$ cat config.mk
export PLATFORM = sky130hd
export DESIGN_NAME = routing_fabric
export DESIGN_NICKNAME = d
export VERILOG_FILES = /design/src/common/fabric_pkg.sv /design/src/design/cfg_store.sv /design/src/design/hll_resolver.sv /design/src/design/routing_fabric.sv
export VERILOG_INCLUDE_DIRS = /design/src /design/src/common
export SDC_FILE = /design/constraint.sdc
export NUM_CORES = 2
export LEC_CHECK = 0
export BUFFER_PORTS_ARGS = -buffer_cell sky130_fd_sc_hd__buf_2
export CORE_MARGIN = 3
export CORE_UTILIZATION = 30
export CTS_CLUSTER_DIAMETER = 60
export DETAILED_ROUTE_END_ITERATION = 10
export SYNTH_ARGS = -nofsm -noshare
export SYNTH_HDL_FRONTEND = slang
export SYNTH_SLANG_ARGS = --single-unit
$ cat constraint.sdc
create_clock -name clock -period 48.9 [get_ports clock]
set_clock_uncertainty 0.15 [all_clocks]
set_input_delay 4.89 -clock clock [delete_from_list [all_inputs] [get_ports clock]]
set_output_delay 4.89 -clock clock [all_outputs]
set_load 0.01 [all_outputs]
$ cat src/common/fabric_params.svh
// Dimensions, configuration word layout and fixed indices of the fabric.
`ifndef FABRIC_PARAMS_SVH
`define FABRIC_PARAMS_SVH

`define ROWS           4
`define COLS           4
`define TRACKS         5
`define VLONG          3
`define HLONG          2
`define EDGES          4
`define IO_PER_EDGE    4
`define EDGE_CLKS      2
`define PINS           4
`define SPLIT_LINES    2
`define ALT_VLONG      2
`define COLUMN_VLONG   0
`define SMALLEST_ARRAY 1'h0
`define EDGE_TOP       0
`define EDGE_RIGHT     1
`define EDGE_BOTTOM    2
`define EDGE_LEFT      3
`define PIN_A          0
`define PIN_B          1
`define PIN_C          2
`define PIN_D          3
`define CFG_WORD_W     16
`define CFG_ADDR_W     6
`define CFG_RESET      16'h0000
`define KEEPER_RESET   1'h0

`endif

$ cat src/common/fabric_pkg.sv
// Types shared by the routing fabric, its configuration store and testbench.
`include "fabric_params.svh"

package fabric_pkg;

  typedef enum logic [2:0] {
    SEG_OPEN       = 3'h0,
    SEG_FROM_LOW   = 3'h1,
    SEG_FROM_HIGH  = 3'h2,
    SEG_FROM_X     = 3'h3,
    SEG_FROM_Y     = 3'h4,
    SEG_FROM_CROSS = 3'h5
  } seg_src_e;

  typedef enum logic [1:0] {
    PIN_OPEN   = 2'h0,
    PIN_DIRECT = 2'h1,
    PIN_HSEG   = 2'h2,
    PIN_LONG   = 2'h3
  } pin_src_e;

  typedef enum logic [1:0] {
    CLK_NONE      = 2'h0,
    CLK_GLOBAL    = 2'h1,
    CLK_ALTERNATE = 2'h2,
    CLK_COLUMN    = 2'h3
  } clk_src_e;

  typedef enum logic [1:0] {
    VLL_FROM_X  = 2'h0,
    VLL_FROM_Y  = 2'h1,
    VLL_FROM_IO = 2'h2
  } vll_src_e;

  typedef struct packed {
    pin_src_e   src;
    logic [2:0] idx;
  } pin_cfg_s;

  typedef struct packed {
    pin_cfg_s [`PINS-1:0]   pin;
    clk_src_e               clk;
    logic [`HLONG-1:0]      tbuf_use;
    logic                   vll_en;
    logic [1:0]             vll_line;
    vll_src_e               vll_src;
    seg_src_e [`TRACKS-1:0] hseg;
    seg_src_e [`TRACKS-1:0] vseg;
  } blk_cfg_s;

  typedef struct packed {
    logic [`SPLIT_LINES-1:0] split;
    logic                    alt_link;
  } col_cfg_s;

  typedef struct packed {
    logic [`HLONG-1:0][1:0] end_pull;
  } row_cfg_s;

  typedef struct packed {
    logic [`EDGE_CLKS-1:0]   gclk_drive;
    logic [`IO_PER_EDGE-1:0] io_direct;
  } edge_cfg_s;

  typedef struct packed {
    blk_cfg_s [`ROWS-1:0][`COLS-1:0] blk;
    col_cfg_s [`COLS-1:0]            col;
    row_cfg_s [`ROWS-1:0]            row;
    edge_cfg_s [`EDGES-1:0]          edges;
  } config_s;

  typedef struct packed {
    logic              x;
    logic              y;
    logic [`HLONG-1:0] tbuf_data;
    logic [`HLONG-1:0] tbuf_ctl_n;
  } blk_out_s;

  typedef struct packed {
    logic [`PINS-1:0] pin;
    logic             k;
  } blk_in_s;

  typedef blk_out_s [`ROWS-1:0][`COLS-1:0]           blk_out_t;
  typedef blk_in_s [`ROWS-1:0][`COLS-1:0]            blk_in_t;
  typedef logic [`EDGES-1:0][`IO_PER_EDGE-1:0]       io_t;
  typedef logic [`EDGES-1:0][`EDGE_CLKS-1:0]         edge_clk_t;
  typedef logic [`ROWS-1:0][`HLONG-1:0]              hll_t;

endpackage : fabric_pkg

$ cat src/design/cfg_store.sv
// Configuration memory of the fabric, written word by word, cleared on reset.
`timescale 1ns/100ps
`include "fabric_params.svh"

module cfg_store (
  input  wire logic                     clock,
  input  wire logic                     rst,
  input  wire logic                     wr_en,
  input  wire logic [`CFG_ADDR_W-1:0]   addr,
  input  wire logic [`CFG_WORD_W-1:0]   wr_data,
  output logic      [`CFG_WORD_W-1:0]   rd_data,
  output fabric_pkg::config_s           cfg
);

  localparam int CFG_BITS = $bits(fabric_pkg::config_s);
  localparam int WORDS    = (CFG_BITS + `CFG_WORD_W - 1) / `CFG_WORD_W;

  typedef struct packed {
    logic [WORDS-1:0][`CFG_WORD_W-1:0] mem;
    logic [`CFG_WORD_W-1:0]            rdata;
  } store_state_s;

  store_state_s state_reg;
  store_state_s state_next;
  // The word array is flattened so that the struct takes its low bits.
  logic [WORDS*`CFG_WORD_W-1:0] mem_flat;

  always_comb
  begin
    state_next = state_reg;
    // Words past the end are ignored on write and read back as zero.
    if (wr_en && (32'(addr) < WORDS))
      state_next.mem[addr] = wr_data;
    if (32'(addr) < WORDS)
      state_next.rdata = state_reg.mem[addr];
    else
      state_next.rdata = `CFG_RESET;
  end

  always_ff @(posedge clock or posedge rst)
  begin
    if (rst)
      state_reg <= '0;
    else
      state_reg <= state_next;
  end

  assign rd_data = state_reg.rdata;
  assign mem_flat = state_reg.mem;
  assign cfg      = mem_flat[CFG_BITS-1:0];

endmodule : cfg_store

$ cat src/design/hll_resolver.sv
// Resolves one horizontal long line from its bus drivers, pull-ups, keeper.
`timescale 1ns/100ps
`include "fabric_params.svh"

module hll_resolver (
  input  wire logic              clock,
  input  wire logic              rst,
  input  wire logic [`COLS-1:0]  drv_data,
  input  wire logic [`COLS-1:0]  drv_ctl_n,
  input  wire logic [`COLS-1:0]  drv_en,
  input  wire logic [1:0]        end_pull,
  output logic                   level,
  output logic                   contention
);

  typedef struct packed {
    logic keeper;
  } keeper_state_s;

  keeper_state_s    state_reg;
  keeper_state_s    state_next;
  logic [`COLS-1:0] active;
  logic             pull_low;
  logic             pull_high;

  always_comb
  begin
    active     = drv_en & ~drv_ctl_n;
    pull_low   = |(active & ~drv_data);
    pull_high  = |(active & drv_data);
    contention = 1'h0;
    state_next = state_reg;
    if (pull_low && pull_high)
    begin
      // Opposing drivers make the level undefined so simulation shows it.
      level      = 1'hx;
      contention = 1'h1;
    end
    else if (pull_low)
      level = 1'h0;
    else if (pull_high)
      level = 1'h1;
    else if (|end_pull)
      level = 1'h1;
    else
      level = state_reg.keeper;
    // A contended level is never stored; the keeper keeps its last value.
    if (!contention)
      state_next.keeper = level;
  end

  always_ff @(posedge clock or posedge rst)
  begin
    if (rst)
      state_reg <= '{keeper: `KEEPER_RESET};
    else
      state_reg <= state_next;
  end

  mux_pass_a: assert property (@(posedge clock) disable iff (rst)
    $onehot(active) |-> level == |(active & drv_data))
    else $error("Long line does not pass the one enabled driver.");

  pullup_high_a: assert property (@(posedge clock) disable iff (rst)
    (active == '0 && end_pull != 2'h0) |-> level)
    else $error("Pulled-up idle long line does not read high.");

  keeper_hold_a: assert property (@(posedge clock) disable iff (rst)
    (!contention && active == '0 && end_pull == 2'h0) ##1
    (active == '0 && end_pull == 2'h0) |-> level == $past(level))
    else $error("Keeper lost the level of an undriven long line.");

  open_drain_a: assert property (@(posedge clock) disable iff (rst)
    (|(drv_en & ~(drv_ctl_n ^ drv_data) & ~drv_data) && !pull_high)
    |-> !level)
    else $error("Open-drain driver failed to pull the line low.");

  tbuf_hiz_a: assert property (@(posedge clock) disable iff (rst)
    (|(drv_en & drv_ctl_n & ~drv_data) && active == '0 && end_pull != 2'h0)
    |-> level)
    else $error("Driver with control high disturbed the long line.");

endmodule : hll_resolver

$ cat src/design/routing_fabric.sv
// Programmable routing fabric: segments, direct links, long lines, clocks.
`timescale 1ns/100ps
`include "fabric_params.svh"

module routing_fabric (
  input  wire logic                   clock,
  input  wire logic                   rst,
  input  wire logic                   cfg_we,
  input  wire logic [`CFG_ADDR_W-1:0] cfg_addr,
  input  wire logic [`CFG_WORD_W-1:0] cfg_wdata,
  output logic      [`CFG_WORD_W-1:0] cfg_rdata,
  input  wire fabric_pkg::blk_out_t   blk_out,
  input  wire fabric_pkg::io_t        io_from_pad,
  input  wire logic                   gclk_in,
  input  wire logic                   aclk_in,
  output fabric_pkg::blk_in_t         blk_in,
  output fabric_pkg::io_t             io_to_pad,
  output fabric_pkg::edge_clk_t       edge_clk,
  output fabric_pkg::hll_t            hll_contention
);

  localparam int HALF = `ROWS / 2;

  typedef struct packed {
    logic [`ROWS-1:0][`TRACKS-1:0][`COLS-1:0] hseg;
    logic [`COLS-1:0][`TRACKS-1:0][`ROWS-1:0] vseg;
    fabric_pkg::blk_in_t                      blk_in;
    fabric_pkg::io_t                          io_out;
    fabric_pkg::edge_clk_t                    edge_clk;
    fabric_pkg::hll_t                         contention;
  } fabric_state_s;

  fabric_state_s                           state_reg;
  fabric_state_s                           state_next;
  fabric_pkg::config_s                     cfg;
  logic [`COLS-1:0][`VLONG-1:0][`ROWS-1:0] vll;
  fabric_pkg::hll_t                        hll_level;
  fabric_pkg::hll_t                        hll_cont;

  function automatic int lo(input int i);
    return (i > 0) ? i - 1 : 0;
  endfunction : lo

  function automatic int hi(input int i, input int n);
    return (i < n - 1) ? i + 1 : i;
  endfunction : hi

  // Only some vertical lines have a split point; the rest ignore the bit.
  function automatic logic split_ok(input int c, input int l,
                                    input logic [`SPLIT_LINES-1:0] split);
    if (l >= `SPLIT_LINES)
      return 1'h0;
    if (`SMALLEST_ARRAY && c != 0 && c != `COLS - 1)
      return 1'h0;
    return split[l[0]];
  endfunction : split_ok

  cfg_store u_cfg_store (
    .clock   (clock),
    .rst     (rst),
    .wr_en   (cfg_we),
    .addr    (cfg_addr),
    .wr_data (cfg_wdata),
    .rd_data (cfg_rdata),
    .cfg     (cfg)
  );

  for (genvar gr = 0; gr < `ROWS; gr++)
  begin : g_row
    for (genvar gl = 0; gl < `HLONG; gl++)
    begin : g_hll
      logic [`COLS-1:0] drv_data;
      logic [`COLS-1:0] drv_ctl_n;
      logic [`COLS-1:0] drv_en;
      for (genvar gc = 0; gc < `COLS; gc++)
      begin : g_drv
        // Each block's driver gl sits on long line gl of its own row.
        assign drv_data[gc]  = blk_out[gr][gc].tbuf_data[gl];
        assign drv_ctl_n[gc] = blk_out[gr][gc].tbuf_ctl_n[gl];
        assign drv_en[gc]    = cfg.blk[gr][gc].tbuf_use[gl];
      end
      hll_resolver u_res (
        .clock      (clock),
        .rst        (rst),
        .drv_data   (drv_data),
        .drv_ctl_n  (drv_ctl_n),
        .drv_en     (drv_en),
        .end_pull   (cfg.row[gr].end_pull[gl]),
        .level      (hll_level[gr][gl]),
        .contention (hll_cont[gr][gl])
      );
    end
  end

  always_comb
  begin
    logic       v;
    logic [2:0] idx;
    v          = 1'h0;
    idx        = 3'h0;
    state_next = state_reg;
    // Vertical long lines bypass the matrices and are computed directly.
    for (int c = 0; c < `COLS; c++)
      for (int l = 0; l < `VLONG; l++)
        for (int r = 0; r < `ROWS; r++)
        begin
          vll[c][l][r] = (l == `ALT_VLONG) && cfg.col[c].alt_link
                         && aclk_in;
          for (int d = 0; d < `ROWS; d++)
          begin
            case (cfg.blk[d][c].vll_src)
              fabric_pkg::VLL_FROM_X:  v = blk_out[d][c].x;
              fabric_pkg::VLL_FROM_Y:  v = blk_out[d][c].y;
              fabric_pkg::VLL_FROM_IO: v = io_from_pad[`EDGE_TOP][c];
              default:                 v = 1'h0;
            endcase
            if (cfg.blk[d][c].vll_en && cfg.blk[d][c].vll_line == 2'(l)
                && (!split_ok(c, l, cfg.col[c].split)
                    || ((d < HALF) == (r < HALF))))
              vll[c][l][r] = vll[c][l][r] | v;
          end
        end
    // Segments are registered hop by hop, so bidirectional chains and
    // matrix loops can never form a combinational loop.
    for (int r = 0; r < `ROWS; r++)
      for (int t = 0; t < `TRACKS; t++)
        for (int c = 0; c < `COLS; c++)
        begin
          case (cfg.blk[r][c].hseg[t])
            fabric_pkg::SEG_FROM_LOW:
              v = (c > 0) && state_reg.hseg[r][t][lo(c)];
            fabric_pkg::SEG_FROM_HIGH:
              v = (c < `COLS - 1) && state_reg.hseg[r][t][hi(c, `COLS)];
            fabric_pkg::SEG_FROM_X:     v = blk_out[r][c].x;
            fabric_pkg::SEG_FROM_Y:     v = blk_out[r][c].y;
            fabric_pkg::SEG_FROM_CROSS: v = state_reg.vseg[c][t][r];
            default:                    v = 1'h0;
          endcase
          state_next.hseg[r][t][c] = v;
          case (cfg.blk[r][c].vseg[t])
            fabric_pkg::SEG_FROM_LOW:
              v = (r > 0) && state_reg.vseg[c][t][lo(r)];
            fabric_pkg::SEG_FROM_HIGH:
              v = (r < `ROWS - 1) && state_reg.vseg[c][t][hi(r, `ROWS)];
            fabric_pkg::SEG_FROM_X:     v = blk_out[r][c].x;
            fabric_pkg::SEG_FROM_Y:     v = blk_out[r][c].y;
            fabric_pkg::SEG_FROM_CROSS: v = state_reg.hseg[r][t][c];
            default:                    v = 1'h0;
          endcase
          state_next.vseg[c][t][r] = v;
        end
    // Block inputs: direct neighbours, edge I/O, segments or long lines.
    for (int r = 0; r < `ROWS; r++)
      for (int c = 0; c < `COLS; c++)
      begin
        for (int p = 0; p < `PINS; p++)
        begin
          case (p)
            `PIN_A: v = (r > 0) ? blk_out[lo(r)][c].y
                      : (c % 2 == 0) && io_from_pad[`EDGE_TOP][c];
            `PIN_B: v = (c > 0) ? blk_out[r][lo(c)].x
                      : (r % 2 == 0) && io_from_pad[`EDGE_LEFT][r];
            `PIN_C: v = (c < `COLS - 1) ? blk_out[r][hi(c, `COLS)].x
                      : (r % 2 == 0) && io_from_pad[`EDGE_RIGHT][r];
            default: v = (r < `ROWS - 1) ? blk_out[hi(r, `ROWS)][c].y
                       : (c % 2 == 0) && io_from_pad[`EDGE_BOTTOM][c];
          endcase
          idx = cfg.blk[r][c].pin[p].idx;
          case (cfg.blk[r][c].pin[p].src)
            fabric_pkg::PIN_DIRECT: state_next.blk_in[r][c].pin[p] = v;
            fabric_pkg::PIN_HSEG:
              state_next.blk_in[r][c].pin[p] = (idx < 3'(`TRACKS))
                && state_reg.hseg[r][(idx < 3'(`TRACKS)) ? idx : 3'h0][c];
            fabric_pkg::PIN_LONG:
              // The two indices past the vertical lines select the row's
              // horizontal long lines; higher indices read zero.
              if (idx < 3'(`VLONG))
                state_next.blk_in[r][c].pin[p] = vll[c][idx][r];
              else if (idx < 3'(`VLONG + `HLONG))
                state_next.blk_in[r][c].pin[p] =
                  hll_level[r][idx[0] ^ 1'h1];
              else
                state_next.blk_in[r][c].pin[p] = 1'h0;
            default: state_next.blk_in[r][c].pin[p] = 1'h0;
          endcase
        end
        case (cfg.blk[r][c].clk)
          fabric_pkg::CLK_GLOBAL:
            state_next.blk_in[r][c].k = gclk_in;
          fabric_pkg::CLK_ALTERNATE:
            state_next.blk_in[r][c].k = vll[c][`ALT_VLONG][r];
          fabric_pkg::CLK_COLUMN:
            state_next.blk_in[r][c].k = vll[c][`COLUMN_VLONG][r];
          default:
            state_next.blk_in[r][c].k = 1'h0;
        endcase
      end
    // Edge outputs: odd positions take a direct link, the right edge all.
    for (int i = 0; i < `IO_PER_EDGE; i++)
    begin
      state_next.io_out[`EDGE_TOP][i] = cfg.edges[`EDGE_TOP].io_direct[i]
        && (i % 2 == 1) && blk_out[0][i].y;
      state_next.io_out[`EDGE_BOTTOM][i] =
        cfg.edges[`EDGE_BOTTOM].io_direct[i] && (i % 2 == 1)
        && blk_out[`ROWS-1][i].y;
      state_next.io_out[`EDGE_LEFT][i] = cfg.edges[`EDGE_LEFT].io_direct[i]
        && (i % 2 == 1) && blk_out[i][0].x;
      state_next.io_out[`EDGE_RIGHT][i] =
        cfg.edges[`EDGE_RIGHT].io_direct[i] && blk_out[i][`COLS-1].x;
    end
    for (int e = 0; e < `EDGES; e++)
      for (int j = 0; j < `EDGE_CLKS; j++)
        state_next.edge_clk[e][j] =
          cfg.edges[e].gclk_drive[j] && gclk_in;
    // Contention is only flagged; avoiding it is up to the user logic.
    state_next.contention = hll_cont;
  end

  always_ff @(posedge clock or posedge rst)
  begin
    if (rst)
      state_reg <= '0;
    else
      state_reg <= state_next;
  end

  assign blk_in         = state_reg.blk_in;
  assign io_to_pad      = state_reg.io_out;
  assign edge_clk       = state_reg.edge_clk;
  assign hll_contention = state_reg.contention;

  switches_open_a: assert property (@(posedge clock) disable iff (rst)
    (cfg == '0) ##1 (cfg == '0) |-> (state_reg.hseg == '0
      && state_reg.vseg == '0 && state_reg.blk_in == '0))
    else $error("Unprogrammed fabric passed a signal.");

  bidi_east_a: assert property (@(posedge clock) disable iff (rst)
    (cfg.blk[0][1].hseg[0] == fabric_pkg::SEG_FROM_LOW)
    |=> state_reg.hseg[0][0][1] == $past(state_reg.hseg[0][0][0]))
    else $error("Segment buffer did not pass eastward.");

  direct_right_a: assert property (@(posedge clock) disable iff (rst)
    (cfg.blk[1][2].pin[`PIN_B].src == fabric_pkg::PIN_DIRECT)
    |=> state_reg.blk_in[1][2].pin[`PIN_B] == $past(blk_out[1][1].x))
    else $error("Left neighbour output missed the direct input.");

  direct_up_a: assert property (@(posedge clock) disable iff (rst)
    (cfg.blk[0][1].pin[`PIN_D].src == fabric_pkg::PIN_DIRECT)
    |=> state_reg.blk_in[0][1].pin[`PIN_D] == $past(blk_out[1][1].y))
    else $error("Lower neighbour output missed the direct input.");

  global_clock_a: assert property (@(posedge clock) disable iff (rst)
    (cfg.blk[2][2].clk == fabric_pkg::CLK_GLOBAL)
    |=> blk_in[2][2].k == $past(gclk_in))
    else $error("Block clock does not follow the global net.");

  edge_clock_a: assert property (@(posedge clock) disable iff (rst)
    cfg.edges[`EDGE_LEFT].gclk_drive[0]
    |=> edge_clk[`EDGE_LEFT][0] == $past(gclk_in))
    else $error("Edge clock line does not follow the global net.");

  contention_flag_a: assert property (@(posedge clock) disable iff (rst)
    hll_cont[3][0] |=> hll_contention[3][0])
    else $error("Long line contention was not flagged.");

endmodule : routing_fabric

==> results.toml <==
[status]
status = "complete, but fails checks"
violations = "capacitance limit, slew limit"

[clock_tree]
htree_levels = 4
cts_hold_buf = 0
cts_setup_buffers = 0
clockBufferDepth = 3
cts_tree = "built"
postCtsResizedCells = 0
clkSlewWorstSetupHoldPaths_ps = 60
insertion_delay_ps = 840
cts_root_buffer = "clkbuf_16"
numCtsBuffers = 146
cts_sinks = 1298

[worst_setup_path]
path_max_fanout = 38
crit_path_start_kind = "primary input"
path_delay_family = "buffers and inverters"
reg2reg_depth = 7
endpoint_kind = "flip-flop"
r2r-end = "blk_in[26]"
cp_common_cell = "buf_4"
crit_path_end = "u_cfg_store.rd_data[10]"
critPathArrivalTime_ps = 9570
cp-startpoint = "cfg_addr[1]"
worst-r2r-setup-slack_ps = 44910
crit_cells = 10
crit_chain = "buf_2 > buf_4 > clkinv_1 > nand2_1 > buf_4 > o21ai_0 > a221oi_1 > a31oi_1 > nor4_1 > o311ai_0"
critPathSlowestCell = "nor4_1"
critPathKind = "primary input to flip-flop"
max_stage_delay_ps = 1020
timing.rr.start = "u_cfg_store.cfg[442]"
crit_required_ps = 49200
path_buf_inv = 4

[power]
power.net_switching_uw = 1169
static-leakage-power_uw = 0.03266
p_clk_share_pct = 35.6
swShare_pct = 34.81
seqPwrFrac_pct = 45.8
ir_worst_vdd_uv = 43.12
p_int_uw = 2189
p_comb_share_pct = 18.6
power_density_mw_per_mm2 = 43.68

[final_layout]
drive_above_1_share_pct = 26.56
nets = 6445
largest_reg_flops = 996
syn_to_final_growth_pct = 12.78

[global_route]
use_met2_pct = 38.48
use_met1_pct = 35.01
grt_start_max_net_pins = 174
first_global_vias = 55190
grt_pass1_wl_mm = 448.2
track_usage_pct = 27.20
globalRoute.totalOverflow = 0
antenna_found_initial = 57
globalRouteMet3Util_pct = 7.747
busiest_layer = "met2"

[timing]
hold_viol_final = 0
fin_crit_ps = 9269
timing.final.max_slew_violations = 3
grt_setup_unrepaired = "false"
finalCritPeriodShare_pct = 18.95
fmax_mhz = 107.9
worst_slack_ps = 39630
setup_viol = 0
tightest_slew_ps = 1526
slew_headroom_pct = -3.016
fin_tns_setup_ps = 0

[place]
port_buffers = 254
post-place-ws_ps = 39340
place.detailed.hpwl_mm = 228.9
gp_congestion = 1.024

[detailed_routing]
wl_per_cell_um = 34.56
finalWirelength_mm = 326.1
ant_nets = 0
num_vias = 59270
drtIter0Drc = 9076
drtPass1Iterations = 9
detail_route.drc_violations = 0
vias_per_cell = 6.280

[synthesis]
synth-seq-cells = 1298
ys_async_sr_fraction_pct = 100.0
synth_edf_count = 0
synth_area_leaders = "dfrtp_1 48%, mux2_2 16%, a22oi_1 4.4%"
syn-cell-area_mm2 = 0.06815
yosys_most_used_dff = "dfrtp_1"
yosysSeqAreaShare_pct = 47.66
synth.most_common_cell = "dfrtp_1"
synth_cell_types = 91
syn_area_per_cell_um2 = 10.76
yosysTopAreaCellShare_pct = 47.66
synthCells = 6334
synth_area_leader_cell = "dfrtp_1"
ys_warn_count = 0
yosys-top-cells-count = "1298 x dfrtp_1, 969 x mux2_2, 416 x a21oi_1, 401 x a22oi_1, 395 x nand2_1"

[floorplan]
io_pins = 267
die_area_mm2 = 0.2329
rows = 174
die_w_um = 482.6
floorplan.initialDensity_pct = 30.24
coreArea_mm2 = 0.2253
die_y_um = 482.6

[job]
maxCapViolCount = 2

[min_path]
hold_path_class = "flip-flop to flip-flop"
[worst register-to-register path, cell delays in order (launching register included)]
cell and delay, ps:
dfrtp_1 560, nor3b_1 230, nor4_1 790, o41a_1 1110, a21oi_1 150, nor3b_1 240
nand3_1 90, o22ai_1 480
[logic make-up (layout without fill, tap and decap cells)]
kind of cell / count (synthesis) / count (layout) / share of synthesized area [%]
flops: 1298 / 1298 / 47.66
buf+inv: 751 / 832 / 4.986
simple gates: 1339 / 1339 / 9.729
compound gates: 1737 / 1737 / 16.89
other cells: 1 / 31 / 0.005503
mux: 1208 / 1208 / 20.73
[worst min-delay path by stage]
stage	from	endpoint	slack [ps]	cells past startpoint
finish	g_row[2].g_hll[1].u_res.state_reg	g_row[2].g_hll[1].u_res.state_reg	340	2
global route	u_cfg_store.cfg[650]	state_reg[162]	370	1
CTS	g_row[2].g_hll[1].u_res.state_reg	g_row[2].g_hll[1].u_res.state_reg	330	2
detailed placement	g_row[2].g_hll[1].u_res.state_reg	g_row[2].g_hll[1].u_res.state_reg	320	2
global placement	g_row[2].g_hll[1].u_res.state_reg	g_row[2].g_hll[1].u_res.state_reg	320	2
floorplan	g_row[2].g_hll[1].u_res.state_reg	g_row[2].g_hll[1].u_res.state_reg	300	2
[power groups by stage]
stage	sequential, uW	clock (uW)	combinational, uW
after CTS	1520	1200	607
after detailed placement	1540	0	603
final	1540	1190	624
after floorplan	1370	0	431
after global placement	1530	0	590
after global routing	1540	1250	660
[layout by cell type (no fill, tap or decap), types with 23 or more instances in the layout]
cell	instances
nor3b_1	49
nor4_1	27
o211ai_1	41
dfrtp_1	1298
nand2_1	395
a22oi_1	401
nor3_1	64
a31oi_1	111
o22ai_1	72
a211oi_1	23
clkbuf_16	151
nand2b_1	106
nor2_1	343
nand3b_1	63
inv_1	199
a22o_1	49
clkbuf_8	41
mux4_2	66
mux2i_1	173
nand3_1	67
a221oi_1	67
buf_4	124
nand4_1	62
o21ai_0	293
buf_2	238
a21oi_1	416
a41oi_1	33
mux2_2	969
nor2b_1	57
diode_2	25
[per-stage QoR]
step	utilization [%]	hold slack, ps	cell area [um2]	power, uW	instances
floorplan	-	297.5	68170	1801	6339
global placement	31.79	322.1	71620	2121	9150
detailed placement	31.79	320.2	71620	2140	9150
CTS	34.08	334.7	76800	3328	9412
global route	34.09	368.0	76810	3451	9418
finish	34.11	336.3	76860	3358	9437
[area by class of cell]
| cell class | count | area [um2] |
|---|---|---|
| diodes | 25 | 62.56 |
| clock buffers | 202 | 4380 |
| clock inverters | 60 | 793.3 |
| fillers | 22510 | 148500 |
| inverters | 203 | 769.5 |
| multi-input cells | 4290 | 32410 |
| flip-flops and latches | 1298 | 32480 |
| well taps | 2992 | 3744 |
| repair buffers | 367 | 2222 |
[per-layer routing]
layer	routed length, um	vias up
met3	39110	1120
li1	-	23500
met1	122500	30070
met2	134300	4549
met4	30020	32
met5	267	-
No activity file was read; power rests on OpenSTA's default activity.
